`src/iwdt_pkg.sv`:
```
// constants of the independent watchdog timer: register map, command
// codes, field layouts and values after reset.
// assumes nothing beyond a SystemVerilog compiler.
package iwdt_pkg;

  // register byte offsets
  localparam logic [3:0] IWDT_CMD_OFS = 4'h0;
  localparam logic [3:0] IWDT_PSC_OFS = 4'h4;
  localparam logic [3:0] IWDT_RLD_OFS = 4'h8;
  localparam logic [3:0] IWDT_STAT_OFS = 4'hc;

  // command codes
  localparam logic [15:0] IWDT_CODE_UNLOCK = 16'h5555;
  localparam logic [15:0] IWDT_CODE_START = 16'hcccc;
  localparam logic [15:0] IWDT_CODE_RELOAD = 16'haaaa;

  // field widths and positions
  localparam int IWDT_CMD_W = 16;
  localparam int IWDT_PSC_W = 3;
  localparam int IWDT_CNT_W = 12;
  localparam int IWDT_PRE_W = 8;
  localparam int IWDT_STAT_PSC_PEND_BIT = 0;
  localparam int IWDT_STAT_RLD_PEND_BIT = 1;
  localparam int IWDT_STAT_RUN_BIT = 2;
  localparam int IWDT_STAT_RST_BIT = 3;

  // values after reset, and the counter value at zero
  localparam logic [2:0] IWDT_PSC_RST = 3'h0;
  localparam logic [11:0] IWDT_RLD_RST = 12'hfff;
  localparam logic [11:0] IWDT_CNT_ZERO = 12'h000;

  // oscillator ticks needed to move a write into the slow domain
  localparam logic [1:0] IWDT_UPD_TICKS = 2'h3;
  // cycles after reset release before the option strap is sampled
  localparam logic [1:0] IWDT_BOOT_CYCLES = 2'h2;

  // status of one register transfer into the slow domain
  typedef enum logic [0:0] {
    IWDT_UPD_IDLE = 1'b0,
    IWDT_UPD_BUSY = 1'b1
  } iwdt_upd_t;

endpackage

```
`src/iwdt_top.sv`:
```
// independent watchdog: apb register slave, prescaler, 12-bit down counter
// and system reset request, all on clk.
// assumes low_speed_osc and hw_watchdog_option come from outside the clk
// domain; core_halted and debug_freeze_bit come from logic on clk.
//
// Overview of operation
// - eight-setting prescaler drives a 12-bit down counter.
// - start code on the command register enables the watchdog and counting.
// - counter at zero while enabled raises the system reset request.
// - reload code loads the counter from the last transferred reload value at any time.
// - set hardware option bit starts the watchdog at power-on.
// - prescaler and reload writes ignored unless unlock code was last command.
// - any other command value restores write protection.
// - update status bit stays set while a register update is in progress.
// - debug freeze bit set stops counting while the core is halted.
// - counter advances on the low-speed oscillator, not on bus activity.
// - prescale codes 0 to 6 divide by 4 to 256; code 7 by 256.
// - reload pending bit reads set during transfer; software waits for clear.
// - reload value resets to all ones for the longest timeout.
`timescale 1ns/1ps

module iwdt_top
  import iwdt_pkg::*;
#(
  parameter int ADDR_W = 12
) (
  input wire logic clk,
  input wire logic rst_n,
  input wire logic psel,
  input wire logic penable,
  input wire logic pwrite,
  input wire logic [ADDR_W-1:0] paddr,
  input wire logic [31:0] pwdata,
  output logic [31:0] prdata,
  output logic pready,
  output logic pslverr,
  input wire logic low_speed_osc,
  input wire logic hw_watchdog_option,
  input wire logic core_halted,
  input wire logic debug_freeze_bit,
  output logic system_reset_req
);

  // the decode reads address bits above the four offset bits
  if (ADDR_W < 5) begin : g_addr_w_check
    $error("iwdt_top: ADDR_W must be at least 5");
  end

  // last prescaler count for a division code
  function automatic logic [IWDT_PRE_W-1:0] div_last(
      input logic [IWDT_PSC_W-1:0] sel);
    logic [IWDT_PRE_W-1:0] v;
    v = 8'h00;
    case (sel)
      3'h0: v = 8'h03;
      3'h1: v = 8'h07;
      3'h2: v = 8'h0f;
      3'h3: v = 8'h1f;
      3'h4: v = 8'h3f;
      3'h5: v = 8'h7f;
      default: v = 8'hff;
    endcase
    return v;
  endfunction

  // ---------------- input synchronisers ----------------
  logic osc_meta_reg, osc_sync_reg, osc_prev_reg;
  logic opt_meta_reg, opt_sync_reg;
  logic osc_meta_next, osc_sync_next, osc_prev_next;
  logic opt_meta_next, opt_sync_next;
  logic osc_tick;

  always_comb begin
    osc_meta_next = low_speed_osc;
    osc_sync_next = osc_meta_reg;
    osc_prev_next = osc_sync_reg;
    opt_meta_next = hw_watchdog_option;
    opt_sync_next = opt_meta_reg;
  end

  always_ff @(posedge clk) begin
    if (!rst_n) begin
      osc_meta_reg <= 1'b0;
      osc_sync_reg <= 1'b0;
      osc_prev_reg <= 1'b0;
      opt_meta_reg <= 1'b0;
      opt_sync_reg <= 1'b0;
    end else begin
      osc_meta_reg <= osc_meta_next;
      osc_sync_reg <= osc_sync_next;
      osc_prev_reg <= osc_prev_next;
      opt_meta_reg <= opt_meta_next;
      opt_sync_reg <= opt_sync_next;
    end
  end

  // one pulse per rising oscillator edge
  assign osc_tick = osc_sync_reg & ~osc_prev_reg;

  // ---------------- apb slave ----------------
  logic [31:0] prdata_reg, prdata_next;
  logic pready_reg, pready_next;
  logic pslverr_reg, pslverr_next;
  logic unlock_reg, unlock_next;
  logic [IWDT_PSC_W-1:0] psc_stage_reg, psc_stage_next;
  logic [IWDT_CNT_W-1:0] rld_stage_reg, rld_stage_next;
  logic [3:0] ofs;
  logic mapped, setup, wr_take;
  logic cmd_wr, psc_wr, rld_wr;
  logic [IWDT_CMD_W-1:0] cmd_val;

  // watchdog state read back by the bus
  iwdt_upd_t psc_upd_reg, rld_upd_reg;
  logic running_reg;
  logic reset_req_reg;

  assign ofs = paddr[3:0];
  assign mapped = (paddr[ADDR_W-1:4] == '0) && (ofs[1:0] == 2'h0);
  assign setup = psel && !penable;
  assign wr_take = psel && penable && pready_reg && pwrite && mapped;
  assign cmd_val = pwdata[IWDT_CMD_W-1:0];
  assign cmd_wr = wr_take && (ofs == IWDT_CMD_OFS);
  assign psc_wr = wr_take && (ofs == IWDT_PSC_OFS) && unlock_reg;
  assign rld_wr = wr_take && (ofs == IWDT_RLD_OFS) && unlock_reg;

  always_comb begin
    prdata_next = prdata_reg;
    pready_next = setup;
    pslverr_next = 1'b0;
    unlock_next = unlock_reg;
    psc_stage_next = psc_stage_reg;
    rld_stage_next = rld_stage_reg;
    if (setup) begin
      pslverr_next = !mapped;
      prdata_next = 32'h00000000;
      if (!pwrite && mapped) begin
        case (ofs)
          IWDT_PSC_OFS: prdata_next[IWDT_PSC_W-1:0] = psc_stage_reg;
          IWDT_RLD_OFS: prdata_next[IWDT_CNT_W-1:0] = rld_stage_reg;
          IWDT_STAT_OFS: begin
            prdata_next[IWDT_STAT_PSC_PEND_BIT] =
                (psc_upd_reg == IWDT_UPD_BUSY);
            prdata_next[IWDT_STAT_RLD_PEND_BIT] =
                (rld_upd_reg == IWDT_UPD_BUSY);
            prdata_next[IWDT_STAT_RUN_BIT] = running_reg;
            prdata_next[IWDT_STAT_RST_BIT] = reset_req_reg;
          end
          default: prdata_next = 32'h00000000;
        endcase
      end
    end
    if (cmd_wr) begin
      unlock_next = (cmd_val == IWDT_CODE_UNLOCK);
    end
    if (psc_wr) begin
      psc_stage_next = pwdata[IWDT_PSC_W-1:0];
    end
    if (rld_wr) begin
      rld_stage_next = pwdata[IWDT_CNT_W-1:0];
    end
  end

  always_ff @(posedge clk) begin
    if (!rst_n) begin
      prdata_reg <= 32'h00000000;
      pready_reg <= 1'b0;
      pslverr_reg <= 1'b0;
      unlock_reg <= 1'b0;
      psc_stage_reg <= IWDT_PSC_RST;
      rld_stage_reg <= IWDT_RLD_RST;
    end else begin
      prdata_reg <= prdata_next;
      pready_reg <= pready_next;
      pslverr_reg <= pslverr_next;
      unlock_reg <= unlock_next;
      psc_stage_reg <= psc_stage_next;
      rld_stage_reg <= rld_stage_next;
    end
  end

  assign prdata = prdata_reg;
  assign pready = pready_reg;
  assign pslverr = pslverr_reg;

  // ---------------- watchdog core ----------------
  iwdt_upd_t psc_upd_next, rld_upd_next;
  logic [1:0] psc_wait_reg, psc_wait_next;
  logic [1:0] rld_wait_reg, rld_wait_next;
  logic [IWDT_PSC_W-1:0] psc_act_reg, psc_act_next;
  logic [IWDT_CNT_W-1:0] rld_act_reg, rld_act_next;
  logic [IWDT_PRE_W-1:0] pre_reg, pre_next;
  logic [IWDT_CNT_W-1:0] cnt_reg, cnt_next;
  logic running_next;
  logic reset_req_next;
  logic [1:0] boot_reg, boot_next;
  logic frozen, step, pre_wrap;

  // counting pauses only when both the freeze bit and the halt are present
  assign frozen = debug_freeze_bit && core_halted;
  assign step = osc_tick && running_reg && !frozen;
  assign pre_wrap = step && (pre_reg == div_last(psc_act_reg));

  always_comb begin
    psc_upd_next = psc_upd_reg;
    rld_upd_next = rld_upd_reg;
    psc_wait_next = psc_wait_reg;
    rld_wait_next = rld_wait_reg;
    psc_act_next = psc_act_reg;
    rld_act_next = rld_act_reg;
    pre_next = pre_reg;
    cnt_next = cnt_reg;
    running_next = running_reg;
    reset_req_next = reset_req_reg;
    boot_next = boot_reg;

    // transfer of staged values into the slow side
    if (psc_upd_reg == IWDT_UPD_BUSY && osc_tick) begin
      if (psc_wait_reg == IWDT_UPD_TICKS - 2'h1) begin
        psc_act_next = psc_stage_reg;
        psc_upd_next = IWDT_UPD_IDLE;
      end else begin
        psc_wait_next = psc_wait_reg + 2'h1;
      end
    end
    if (rld_upd_reg == IWDT_UPD_BUSY && osc_tick) begin
      if (rld_wait_reg == IWDT_UPD_TICKS - 2'h1) begin
        rld_act_next = rld_stage_reg;
        rld_upd_next = IWDT_UPD_IDLE;
      end else begin
        rld_wait_next = rld_wait_reg + 2'h1;
      end
    end
    // a new write restarts the transfer; a finishing one still loads the older staged value
    if (psc_wr) begin
      psc_upd_next = IWDT_UPD_BUSY;
      psc_wait_next = 2'h0;
    end
    if (rld_wr) begin
      rld_upd_next = IWDT_UPD_BUSY;
      rld_wait_next = 2'h0;
    end

    // prescaler and down counter
    if (step) begin
      pre_next = pre_wrap ? 8'h00 : pre_reg + 8'h01;
    end
    if (pre_wrap && cnt_reg != IWDT_CNT_ZERO) begin
      cnt_next = cnt_reg - 12'h001;
    end
    if (running_reg && cnt_reg == IWDT_CNT_ZERO) begin
      reset_req_next = 1'b1;
    end

    // strap sampled once the synchroniser has settled
    if (boot_reg != IWDT_BOOT_CYCLES) begin
      boot_next = boot_reg + 2'h1;
    end else if (boot_reg == IWDT_BOOT_CYCLES && opt_sync_reg) begin
      running_next = 1'b1;
    end

    if (cmd_wr && cmd_val == IWDT_CODE_START) begin
      running_next = 1'b1;
    end
    if (cmd_wr && cmd_val == IWDT_CODE_RELOAD) begin
      cnt_next = rld_act_reg;
    end
  end

  always_ff @(posedge clk) begin
    if (!rst_n) begin
      psc_upd_reg <= IWDT_UPD_IDLE;
      rld_upd_reg <= IWDT_UPD_IDLE;
      psc_wait_reg <= 2'h0;
      rld_wait_reg <= 2'h0;
      psc_act_reg <= IWDT_PSC_RST;
      rld_act_reg <= IWDT_RLD_RST;
      pre_reg <= 8'h00;
      cnt_reg <= IWDT_RLD_RST;
      running_reg <= 1'b0;
      reset_req_reg <= 1'b0;
      boot_reg <= 2'h0;
    end else begin
      psc_upd_reg <= psc_upd_next;
      rld_upd_reg <= rld_upd_next;
      psc_wait_reg <= psc_wait_next;
      rld_wait_reg <= rld_wait_next;
      psc_act_reg <= psc_act_next;
      rld_act_reg <= rld_act_next;
      pre_reg <= pre_next;
      cnt_reg <= cnt_next;
      running_reg <= running_next;
      reset_req_reg <= reset_req_next;
      boot_reg <= boot_next;
    end
  end

  assign system_reset_req = reset_req_reg;

endmodule // iwdt_top

```
`config.mk`:
```
export PLATFORM = sky130hd
export DESIGN_NAME = iwdt_top
export DESIGN_NICKNAME = d
export VERILOG_FILES = /design/src/iwdt_pkg.sv /design/src/iwdt_top.sv
export SDC_FILE = /design/constraint.sdc
export NUM_CORES = 1
export LEC_CHECK = 0
export BUFFER_PORTS_ARGS = -buffer_cell sky130_fd_sc_hd__clkbuf_2
export CAP_MARGIN = 25
export CORE_MARGIN = 3
export CORE_UTILIZATION = 56
export CTS_BUF_LIST = sky130_fd_sc_hd__clkbuf_8
export CTS_CLUSTER_DIAMETER = 120
export DETAILED_ROUTE_END_ITERATION = 10
export GPL_TIMING_DRIVEN = 0
export PLACE_DENSITY_LB_ADDON = 0.15
export SLEW_MARGIN = 20
export SYNTH_ARGS = -nofsm -noshare
export SYNTH_HDL_FRONTEND = slang
export SYNTH_SLANG_ARGS = --single-unit
export TNS_END_PERCENT = 20
```
`constraint.sdc`:
```
create_clock -name clk -period 2.5 [get_ports clk]
set_input_delay 0.375 -clock clk [delete_from_list [all_inputs] [get_ports clk]]
set_output_delay 0.375 -clock clk [all_outputs]
set_load 0.05 [all_outputs]
```
==> results_dict.tcl <==
set metrics [dict create \
    clockBufferDepth 2 \
    status "completed" \
    async_flop_share_pct 0 \
    remaining_drc_errors 0 \
    syn_inst 457 \
    fp-row-count 29 \
    root_buffer "clkbuf_8" \
    power_leakage_uw 0.00186 \
    peakVddDrop_v 0.000434 \
    fp.dieW_microns 89.5 \
    arrival_ps 2490 \
    hold_ws_ps 230 \
    finalHoldViolCount 0 \
    wire_per_inst_microns 14.2 \
    regToRegStartpoint "psc_act_reg[2]$_SDFFE_PN0P_" \
    place_hpwl_microns 6780 \
    layout.nets 595 \
    drtIter0Drc 158 \
    cts_buffers 9 \
    period_minus_slack_ps 2260 \
    setup_viol 0 \
    grt_pass1_wl_microns 14600 \
    finalNonFillerCells 635 \
    ys.flop_type "dfxtp_1" \
    synth.distinct_cells 63 \
    syn_to_final_growth_pct 16.1 \
    criticalPathCategory "reg2reg" \
    antenna_found_initial 0 \
    skew_ps 13.4 \
    die_y_microns 89.5 \
    synth_area_sq_mm 0.00390 \
    fill_cells 558 \
    ioPinCount 88 \
    post-route-period-util_pct 90.5 \
    drt_pass1_iterations 4 \
    cts_htree_levels 3 \
    routed_wl_microns 8990 \
    post_cts_resized 0 \
    synth_edf_count 0 \
    slew_violations 0 \
    drive_gt1_share_pct 20.7 \
    r2r_setup_slack_ps 240 \
    insertedDiodeCount 0 \
    dp_cells 619 \
    cts_hold_buf 0 \
    grt_pass1_vias 3204 \
    endpoint_kind "register" \
    worstSkewPairLatency_ps 350 \
    place_congestion 0.844 \
    r2r_end "pre_reg[4]$_SDFFE_PN0P_" \
    antenna_left 0 \
    cp-startpoint "psc_act_reg[2]$_SDFFE_PN0P_" \
    crit_fanout 10 \
    routed_via_density 5.34 \
    tns_ps 0 \
    clock-sinks 80 \
    rsz0062_at_grt "false" \
    power_density_mw_per_mm2 549 \
    cp.required_ps 2730 \
    core-area_sq_mm 0.00657 \
    final_cell_mix "dfxtp_1, nor2_1, nand2_1, clkbuf_2, mux2i_1" \
    syn_area_per_cell_sq_um 8.54 \
    max_clock_freq_ghz 0.442 \
    die_area_sq_mm 0.00801 \
    vias 3392 \
    worstMarginPinSlew_ps 763 \
    start_util_pct 59.4 \
    ys_ff_latch 80 \
    yosysSeqAreaShare_pct 41.0 \
    worstSetupEndpoint "pre_reg[4]$_SDFFE_PN0P_" \
    start_kind "register" \
    cts_tree "yes" \
    ys_warn_count 0 \
    grt_use_total_pct 23.4 \
    final_core_util_pct 69.0 \
    timing.max_cap.violations 0 \
    post-cts-setup-buffers 0 \
    slew_headroom_pct 48.7 \
    r2r_cells 7 \
    clk_pin_slew_ps 90 \
    grt_overflow_total 0 \
    io_buffers 50 \
    grt_max_degree 14 \
    hp-class "in2reg" \
    layout_commonest_cell "dfxtp_1" \
]
how the worst min path moves through the flow:
stage                                  from                        to  cells past startpoint
floorplan           opt_meta_reg$_SDFF_PN0_   opt_sync_reg$_SDFF_PN0_                      1
global placement    osc_meta_reg$_SDFF_PN0_  osc_prev_next$_SDFF_PN0_                      1
detailed placement  opt_meta_reg$_SDFF_PN0_   opt_sync_reg$_SDFF_PN0_                      1
CTS                           low_speed_osc   osc_meta_reg$_SDFF_PN0_                      2
global route                  low_speed_osc   osc_meta_reg$_SDFF_PN0_                      2
finish                        low_speed_osc   osc_meta_reg$_SDFF_PN0_                      2
per-layer routing:
metal  up-vias  wire [microns]  GRT usage, %
li1       1741               -             -
met1      1539            4220          30.1
met2        98            4120          38.6
met3        14             529          5.53
met4         0             119          7.44
met5         -               0             0
cell usage after synthesis, drive strengths merged (2+ instances only):
master | n | area [sq um]
dfxtp | 80 | 1600
nor2 | 67 | 259
nand2 | 53 | 199
buf | 26 | 193
mux2i | 22 | 220
a21oi | 21 | 105
nand3 | 17 | 95.1
clkbuf | 16 | 60.1
o21ai | 13 | 65.1
nand4 | 12 | 75.1
nor4 | 9 | 83.8
a22oi | 8 | 60.1
and2 | 8 | 50.1
inv | 7 | 26.3
and4 | 6 | 53.8
nor2b | 6 | 37.5
nor3 | 6 | 35.0
or4 | 6 | 53.8
a211oi | 5 | 37.5
a31o | 5 | 43.8
ha | 5 | 62.6
nor4bb | 5 | 50.1
or3 | 5 | 36.3
xnor2 | 5 | 43.8
xor2 | 5 | 43.8
a31oi | 4 | 25.0
and3 | 4 | 25.0
nand2b | 4 | 25.0
a21o | 3 | 22.5
nor4b | 3 | 32.5
or2 | 3 | 18.8
and3b | 2 | 17.5
nor3b | 2 | 20.0
worst max-delay path, cell delays in order (launching register included):
cell,delay [ps]
dfxtp_1,390
nor2_1,200
nand2_1,70
o2bb2ai_1,320
clkbuf_1,410
nand2_1,230
o21ai_1,430
nor2_1,100
layout make-up:
cell class	instances	area, sq um	area share, %
multi-input combinational	346	2090	46.1
sequential	80	1600	35.3
tap	93	116	2.57
clock buffer	9	124	2.73
clock inverter	7	65.1	1.44
buffer	42	253	5.58
inverter	8	30.0	0.663
timing repair buffer	50	250	5.52
logic make-up (layout without fill, tap and decap cells):
logic type | count (synthesis) | in the layout | share of synthesized area (%)
xor gates and xnor gates | 10 | 10 | 2.24
adders and majority gates | 5 | 5 | 1.60
DFF | 80 | 80 | 41.0
buffers and inverters | 50 | 116 | 7.24
muxes | 22 | 22 | 5.64
AOI/OAI and AO/OA | 67 | 67 | 11.3
and+or+nand+nor | 222 | 222 | 30.9
other | 1 | 20 | 0.0961
stage by stage:
step	instance area [sq um]	setup slack (ps)	total power, uW
floorplan	3980	499	1520
global placement	4340	235	1580
detailed placement	4340	220	1590
CTS	4530	261	2490
global route	4530	64.3	2580
finish	4530	237	2490
where the power goes:
group          total [uW]  internal [uW]  switching, uW
clock                 926            453            474
combinational         253           86.9            166
sequential           1310           1290           12.0
Power figures use the tool's default switching activity.
